===== src/design/bpop_regs.svh =====
// Purpose: offsets, fields and reset values of the port block
// Assumes: byte-wide registers on a plain strobe port
// Notes:   included by bare name
`ifndef BPOP_REGS_SVH
`define BPOP_REGS_SVH

`define BPOP_ADDR_W          4
`define BPOP_OFF_PIN_VALUE   4'h0
`define BPOP_OFF_DIRECTION   4'h1
`define BPOP_OFF_LATCH       4'h2
`define BPOP_OFF_ANALOG      4'h3
`define BPOP_OFF_CONFIG      4'h4
`define BPOP_OFF_SET         4'h5
`define BPOP_OFF_CLEAR       4'h6
`define BPOP_OFF_TOGGLE      4'h7
`define BPOP_INPUT_ONLY_BIT  5
`define BPOP_CFG_RESET_FUSE  0
`define BPOP_CFG_LOW_VOLT    1
`define BPOP_DIR_RESET       8'hff
`define BPOP_LATCH_RESET     8'h00
`define BPOP_ANALOG_RESET    8'hff
`define BPOP_CONFIG_RESET    8'h00

`endif


===== src/design/bpop_pkg.sv =====
// Purpose: types of the port block
// Assumes: eight pins
// Notes:   no constants here, see the header
package bpop_pkg;

	typedef logic [7:0] bpop_byte_t;

	typedef struct packed {
		logic [7:0] sync1;
		logic [7:0] sync2;
	} bpop_sync_t;

	typedef struct packed {
		bpop_byte_t direction;
		bpop_byte_t latch;
		bpop_byte_t analog;
		bpop_byte_t cfg;
		bpop_byte_t rdata;
	} bpop_state_t;

endpackage


===== src/design/bpop_pin_if.sv =====
// Purpose: carries synchronised pin levels from the synchroniser to the port
// Assumes: one clock domain
// Notes:   level only
`timescale 1ns/10ps
interface bpop_pin_if;
	logic [7:0] level;
	modport src (output level);
	modport dst (input level);
endinterface


===== src/design/bpop_sync.sv =====
// Purpose: two-flop synchroniser for the eight pin inputs
// Assumes: pins are asynchronous to sys_clk_i
// Notes:   first stage read only by the second
`timescale 1ns/10ps
module bpop_sync
(
	// clock and reset
	input  wire logic  sys_clk_i,
	input  wire logic  arst_n_i,
	// pins
	input  wire logic [7:0] pin_raw_i,
	bpop_pin_if.src    pins
);
	bpop_pkg::bpop_sync_t state;
	bpop_pkg::bpop_sync_t next_state;

	always_comb
	begin
		next_state       = state;
		next_state.sync1 = pin_raw_i;
		next_state.sync2 = state.sync1;
	end

	always_ff @(posedge sys_clk_i or negedge arst_n_i)
	begin
		if (!arst_n_i)
			state <= '0;
		else
			state <= next_state;
	end

	assign pins.level = state.sync2;
endmodule // bpop_sync


===== src/design/bpop_port.sv =====
// Contract
// - eight pins: direction, latch, analog bits
// - direction one: driver off, pin input
// - direction zero: pin driven from latch
// - input-only pin never driven, reads one
// - read returns pins, write hits latch
// - set, clear and toggle writes merge sampled pins into latch
// - reset function on: input-only pin reads zero
// - direction controls drivers on analog pins
// - analog select forces digital reads zero
// - analog select leaves digital output alone
// - highest enabled function owns the pin
// - input functions stay active as output
// - pin0: capcomp3, pwm3a, lcd_segment_42, latch
// - pin1: tx2, ck2, cmp3, lcd_segment_43, latch
// - pin3: capcomp4, pwm3d, lcd_segment_45; pin2: dt2, lcd_segment_44
// - pin4: capcomp5, pwm1d, lcd_segment_26, latch
// - reset fuse off: plain digital input
//
// Purpose: eight-pin port with peripheral output priority
// Assumes: byte registers, read data one cycle after the strobe
// Notes:   pin oe_n low while driving
`timescale 1ns/10ps
`include "bpop_regs.svh"
module bpop_port
(
	// clock and reset
	input  wire logic                    sys_clk_i,
	input  wire logic                    arst_n_i,
	// register port
	input  wire logic [`BPOP_ADDR_W-1:0] addr_i,
	input  wire logic [7:0]              wdata_i,
	input  wire logic                    wr_i,
	input  wire logic                    rd_i,
	output logic      [7:0]              rdata_o,
	// pins
	input  wire logic [7:0]              pin_i,
	output logic      [7:0]              pin_o,
	output logic      [7:0]              pin_oe_n_o,
	// peripheral outputs: enable and value
	input  wire logic                    capcomp_chan3_out_en_i,
	input  wire logic                    capcomp_chan3_out_i,
	input  wire logic                    pwm_chan3_out_a_en_i,
	input  wire logic                    pwm_chan3_out_a_i,
	input  wire logic                    lcd_segment_42_en_i,
	input  wire logic                    lcd_segment_42_i,
	input  wire logic                    serial2_transmit_en_i,
	input  wire logic                    serial2_transmit_i,
	input  wire logic                    serial2_clock_en_i,
	input  wire logic                    serial2_clock_i,
	input  wire logic                    comparator3_output_en_i,
	input  wire logic                    comparator3_output_i,
	input  wire logic                    lcd_segment_43_en_i,
	input  wire logic                    lcd_segment_43_i,
	input  wire logic                    serial2_sync_data_en_i,
	input  wire logic                    serial2_sync_data_i,
	input  wire logic                    lcd_segment_44_en_i,
	input  wire logic                    lcd_segment_44_i,
	input  wire logic                    capcomp_chan4_out_en_i,
	input  wire logic                    capcomp_chan4_out_i,
	input  wire logic                    pwm_chan3_out_d_en_i,
	input  wire logic                    pwm_chan3_out_d_i,
	input  wire logic                    lcd_segment_45_en_i,
	input  wire logic                    lcd_segment_45_i,
	input  wire logic                    capcomp_chan5_out_en_i,
	input  wire logic                    capcomp_chan5_out_i,
	input  wire logic                    pwm_chan1_out_d_en_i,
	input  wire logic                    pwm_chan1_out_d_i,
	input  wire logic                    lcd_segment_26_en_i,
	input  wire logic                    lcd_segment_26_i,
	// digital input view for peripherals and reset
	output logic      [7:0]              pin_digital_o,
	output logic                         ext_reset_n_o
);
	bpop_pin_if pins ();

	bpop_pkg::bpop_state_t state;
	bpop_pkg::bpop_state_t next_state;
	bpop_pkg::bpop_byte_t  port_read;
	bpop_pkg::bpop_byte_t  dir_read;
	logic                  reset_fn;

	// synchronised pin levels
	bpop_sync u_sync
	(
		.sys_clk_i (sys_clk_i),
		.arst_n_i  (arst_n_i),
		.pin_raw_i (pin_i),
		.pins      (pins)
	);

	// reset function active only with fuse set and low-voltage mode off
	assign reset_fn = state.cfg[`BPOP_CFG_RESET_FUSE]
		& ~state.cfg[`BPOP_CFG_LOW_VOLT];

	// digital view of the pins
	function automatic bpop_pkg::bpop_byte_t digital_view(input bpop_pkg::bpop_byte_t lvl,
		input bpop_pkg::bpop_byte_t ana, input logic rst_fn);
		bpop_pkg::bpop_byte_t v;
		v = lvl & ~ana;
		if (rst_fn)
			v[`BPOP_INPUT_ONLY_BIT] = 1'b0;
		return v;
	endfunction

	assign port_read = digital_view(pins.level, state.analog, reset_fn);
	assign dir_read  = state.direction | (8'h01 << `BPOP_INPUT_ONLY_BIT);

	// register file
	always_comb
	begin
		next_state       = state;
		next_state.rdata = 8'h00;
		if (wr_i)
		begin
			case (addr_i)
				`BPOP_OFF_PIN_VALUE: next_state.latch = wdata_i;
				`BPOP_OFF_DIRECTION: next_state.direction = wdata_i;
				`BPOP_OFF_LATCH:     next_state.latch = wdata_i;
				`BPOP_OFF_ANALOG:    next_state.analog = wdata_i;
				`BPOP_OFF_CONFIG:    next_state.cfg = wdata_i & 8'h03;
				// bit writes merge the sampled pins into the latch
				`BPOP_OFF_SET:       next_state.latch = port_read | wdata_i;
				`BPOP_OFF_CLEAR:     next_state.latch = port_read & ~wdata_i;
				`BPOP_OFF_TOGGLE:    next_state.latch = port_read ^ wdata_i;
				default:             next_state.latch = state.latch;
			endcase
		end
		if (rd_i)
		begin
			case (addr_i)
				`BPOP_OFF_PIN_VALUE: next_state.rdata = port_read;
				`BPOP_OFF_DIRECTION: next_state.rdata = dir_read;
				`BPOP_OFF_LATCH:     next_state.rdata = state.latch;
				`BPOP_OFF_ANALOG:    next_state.rdata = state.analog;
				`BPOP_OFF_CONFIG:    next_state.rdata = state.cfg;
				default:             next_state.rdata = 8'h00;
			endcase
		end
	end

	always_ff @(posedge sys_clk_i or negedge arst_n_i)
	begin
		if (!arst_n_i)
		begin
			state.direction <= `BPOP_DIR_RESET;
			state.latch     <= `BPOP_LATCH_RESET;
			state.analog    <= `BPOP_ANALOG_RESET;
			state.cfg       <= `BPOP_CONFIG_RESET;
			state.rdata     <= 8'h00;
		end
		else
			state <= next_state;
	end

	// output priority per pin, analog select not consulted
	always_comb
	begin
		pin_o = state.latch;
		if (capcomp_chan3_out_en_i)       pin_o[0] = capcomp_chan3_out_i;
		else if (pwm_chan3_out_a_en_i)    pin_o[0] = pwm_chan3_out_a_i;
		else if (lcd_segment_42_en_i)     pin_o[0] = lcd_segment_42_i;
		if (serial2_transmit_en_i)        pin_o[1] = serial2_transmit_i;
		else if (serial2_clock_en_i)      pin_o[1] = serial2_clock_i;
		else if (comparator3_output_en_i) pin_o[1] = comparator3_output_i;
		else if (lcd_segment_43_en_i)     pin_o[1] = lcd_segment_43_i;
		if (serial2_sync_data_en_i)       pin_o[2] = serial2_sync_data_i;
		else if (lcd_segment_44_en_i)     pin_o[2] = lcd_segment_44_i;
		if (capcomp_chan4_out_en_i)       pin_o[3] = capcomp_chan4_out_i;
		else if (pwm_chan3_out_d_en_i)    pin_o[3] = pwm_chan3_out_d_i;
		else if (lcd_segment_45_en_i)     pin_o[3] = lcd_segment_45_i;
		if (capcomp_chan5_out_en_i)       pin_o[4] = capcomp_chan5_out_i;
		else if (pwm_chan1_out_d_en_i)    pin_o[4] = pwm_chan1_out_d_i;
		else if (lcd_segment_26_en_i)     pin_o[4] = lcd_segment_26_i;
		pin_o[7:5] = {state.latch[7:6], 1'b0};
	end

	// drivers follow direction, input-only pin forced off, analog pins included
	always_comb
	begin
		pin_oe_n_o = state.direction;
		pin_oe_n_o[`BPOP_INPUT_ONLY_BIT] = 1'b1;
	end

	// input paths stay live whatever the direction
	assign pin_digital_o = port_read;
	assign ext_reset_n_o = reset_fn ? pins.level[`BPOP_INPUT_ONLY_BIT] : 1'b1;
	assign rdata_o       = state.rdata;
endmodule // bpop_port


===== config.mk =====
export PLATFORM = sky130hd
export DESIGN_NAME = bpop_port
export DESIGN_NICKNAME = d
export VERILOG_FILES = /design/src/design/bpop_pkg.sv /design/src/design/bpop_pin_if.sv /design/src/design/bpop_sync.sv /design/src/design/bpop_port.sv
export VERILOG_INCLUDE_DIRS = /design/src /design/src/design
export SDC_FILE = /design/constraint.sdc
export NUM_CORES = 1
export LEC_CHECK = 0
export BUFFER_PORTS_ARGS = -buffer_cell sky130_fd_sc_hd__buf_2
export CORE_MARGIN = 2
export CORE_UTILIZATION = 43
export CTS_CLUSTER_DIAMETER = 50
export CTS_CLUSTER_SIZE = 14
export DETAILED_ROUTE_END_ITERATION = 6
export MAX_ROUTING_LAYER = met4
export PLACE_DENSITY = 0.66
export SETUP_SLACK_MARGIN = 0.2
export SLEW_MARGIN = 20
export SYNTH_ARGS = -nofsm -noshare
export SYNTH_HDL_FRONTEND = slang
export SYNTH_SLANG_ARGS = --single-unit

===== constraint.sdc =====
create_clock -name sys_clk_i -period 1.9 [get_ports sys_clk_i]
set_input_delay 0.38 -clock sys_clk_i [delete_from_list [all_inputs] [get_ports sys_clk_i]]
set_output_delay 0.38 -clock sys_clk_i [all_outputs]
set_load 0.05 [all_outputs]

==> implementation parameters <==
Parameter                              Value

Outcome
  Run status ... complete, but fails checks
  Violated checks ... design-rule violations, negative setup slack

STA
  Worst slew margin ... 0.656
  Highest Clock Rate ... 511 MHz
  Final critical path time including I/O delays and setup ... 1960 ps
  Worst setup skew after layout ... around 9 ps
  Final worst setup slack ... -55.1 ps
  Period utilization ... 1.03
  Worst Tran Pin Value ... between 500 and 600 ps
  Max Transition Viols Final ... 0
  Total count of hold-check failures in the final report ... 0
  Final number of setup-violating endpoints ... 1
  RSZ-0062 raised after global routing ... true

Layout
  Share of layout cells above drive strength 1 ... 0.411
  Antenna diode count ... 0
  Post-layout nets ... just over 400
  Relative area change from synthesis to final layout ... 20.4%
  Share of the core filled with cells ... 0.526
  Number of fillers in the final layout ... 567

Critical path
  Count of buffer and inverter cells on the critical path ... 1
  Biggest cell delay along the critical path ... 400 ps
  Slowest cell on crit path ... dfrtp_1
  Critical Path Stages ... 5
  Cell family with the largest share of critical-path delay ... multiplexers
  Critical path startpoint category ... flip-flop
  Critical setup path kind ... reg2out
  Register-to-Register Path Depth ... 8
  Worst-path fanout max ... 2
  Cell repeated most along the worst path ... mux2_2
  Crit path cell chain ... mux2i_1 > o21ai_0 > mux2_2 > mux2_2 > buf_6
  Critical path data arrival time ... about 1600 ps
  Setup crit end kind ... primary output
  Data required time at the worst endpoint ... roughly 1500 ps

Clocking
  TritonCTS Buffers ... 5
  Max Buffers Root-to-Sink ... 2
  TritonCTS clock tree ... yes
  Post-CTS Hold Fix Bufs ... 0
  Clock sinks ... 49
  H-tree levels ... 2
  Latest clock arrival within the worst-skew pair ... about 300 ps
  Clock-pin slew on the worst setup and hold paths ... approximately 90 ps
  Cell at the root of the clock tree ... clkbuf_8

Synth
  Post-synth design cell area ... 2740 µm²
  Number of warnings printed during yosys synthesis ... 0
  Cells after synthesis ... approximately 260
  Total of flip-flops plus latches after synthesis ... 49
  Number of nets produced by synthesis ... between 300 and 400
  Library cell occupying the most area in the post-synthesis netlist ... dfrtp_1
  Main area contributors after synthesis ... dfrtp_1 31%, dfstp_2 14%, ha_1 7.3%
  Post-synthesis average cell area ... roughly 11 µm²
  Distinct cell type count of the synthesized netlist ... 37
  Share of the yosys chip area belonging to registers ... 0.454
  Fraction of synthesized cell area taken by the top area cell type ... 0.310

Pwr
  P_int ... ~1.9 mW
  Leakage power figure ... ~1.7 nW
  Net switching power ... between 1 and 1.5 mW
  Gate power share ... 0.337
  Fraction of power consumed by the clock network ... 0.206
  VDD IR max ... between 400 and 500 µV
  Power per cell area ... approximately 900 nW/µm²
  Net switching fraction of the power ... 0.352
  Share of power burned in registers ... 0.457

Detailed routing
  Total via count in the routed design ... around 2,100
  Routed wire per std cell ... about 14 µm
  Vias per std cell ... around 5
  Wirelength, routed ... 5860 µm
  Drt first-iter violations ... between 100 and 150
  Post-route ant nets ... 0
  DR pass1 iterations ... 7
  Remaining design rule violation count ... 6

Floorplanning
  Cell row count ... 29
  Die area ... around 7000 µm²
  Boundary Pins ... a little under 90
  Core Box Area ... approximately 6300 µm²
  Die width ... around 84 µm
  Initial cell density of the core ... 0.437
  Chip height ... approximately 84 µm

GRT
  Pin count of the biggest net entering global routing ... 50
  Gr ovfl total ... 0
  Vias in the first global route ... between 2,000 and 2,500
  First-pass GRT wire length ... 9470 µm
  Number of antenna violations at the first check in global routing ... 0
  GRT Resource Usage Total ... 0.173

Placement
  Final weighted congestion in routability-driven placement ... roughly 0.83
  Post-DP HPWL ... ~4400 µm
  Count of input and output buffers ... 84
  Worst setup slack before clock tree synthesis ... 90.1 ps

Worst hold path
  Type of the tightest min-delay check ... in2async

Job
  Count of max-cap constraint violations ... 0
path summary, 6_finish.rpt:
check / start / endpoint / slack (ps)
setup / recovery: state[25] / pin_o[1] / -60
hold / removal: arst_n_i / pin_o[6] / 50
setup reg to reg: state[8] / state[29] / 380
hold reg to reg: u_sync.next_state[7] / u_sync.pins.level[7] / 350
max in group asynchronous: arst_n_i / state[19] / 1560
min in group sys_clk_i: pin_i[0] / u_sync.next_state[0] / 180
cells in the mapped netlist (all sizes together):
library cell / count
and2: 1
dfrtp: 34
a22oi: 1
nand3: 6
a222oi: 2
inv: 17
o22ai: 7
or2: 2
nand3b: 2
mux2: 12
o21ai: 28
a21oi: 4
nor2: 10
o221ai: 1
nand2: 28
ha: 16
a221oi: 1
a31oi: 1
clkbuf: 1
a22o: 2
mux4: 5
buf: 27
dfstp: 15
nor2b: 9
a211o: 1
nor4: 1
conb: 2
nand2b: 12
a2bb2oi: 5
mux2i: 8
power by group through the flow:
| stage | clock network, mW | logic [mW] | registers [mW] |
|---|---|---|---|
| floorplan | 0 | 0.745 | 1.31 |
| global placement | 0 | 0.892 | 1.34 |
| detailed placement | 0 | 0.910 | 1.34 |
| CTS | 0.612 | 0.939 | 1.32 |
| global route | 0.657 | 1.06 | 1.34 |
| finish | 0.596 | 0.974 | 1.32 |
registers in the layout, indices dropped and copies added, names as in the netlist:
name	flops
u_sync.pins.level	8
u_sync.next_state	8
pin_o	2
state	16
pin_oe_n_o	7
rdata_o	8
cell families (layout without fill, tap and decap cells):
kind of cell               Yosys count  in the layout  share of synthesized area
DFF                                 49             49                      0.454
muxes                               25             25                      0.121
adders and majority gates           16             16                     0.0730
AOI/OAI and AO/OA                   53             53                      0.121
and+or+nand+nor                     71             71                      0.127
other                                2              2                    0.00274
buffers and inverters               45            125                      0.101
cell type report:
class,instances,area (µm²),share of cell area
Multi-Input combinational cell,167,1220,0.370
Inverter,17,63.8,0.0193
Sequential cell,49,1240,0.377
Timing Repair Buffer,100,596,0.180
Clock buffer,8,80.1,0.0242
Tap cell,77,96.3,0.0292
timing repair:
action                                  4_1_cts  5_1_grt
pin swaps                                     0        1
resized for setup                             7       13
buffers inserted                              2        5
endpoints found under the setup margin        3        7
through the flow:
stage / cell area [µm²] / power, mW / hold slack (ps) / setup TNS [ps] / cells
2_1_floorplan: 2740 / 2.05 / 84.4 / 0 / 261
3_3_place_gp: 3130 / 2.23 / 332 / 0 / 403
3_5_place_dp: 3130 / 2.25 / 335 / 0 / 403
4_1_cts: 3240 / 2.87 / 61.8 / -70.1 / 413
5_1_grt: 3300 / 3.05 / 72.1 / -135 / 418
6_report: 3300 / 2.89 / 45.1 / -55.1 / 418
routing by layer:
metal | track usage | share of wire | wire length [µm] | vias up
li1 | - | - | - | 1033
met1 | 0.215 | 0.44 | 2570 | 1015
met2 | 0.281 | 0.49 | 2860 | 73
met3 | 0.0396 | 0.060 | 352 | 9
met4 | 0.0543 | 0.014 | 80 | 0
met5 | - | 0 | 0 | -
cell usage in the layout (no fill, tap or decap), drive strengths merged, types with 9 or more instances in the layout:
cell and count:
inv 17, nand2 28, nand2b 12, nor2 10, ha 16, dfstp 15
dfrtp 34, mux2 12, o21ai 28, nor2b 9, buf 100
(Power assumes the default switching activity.)
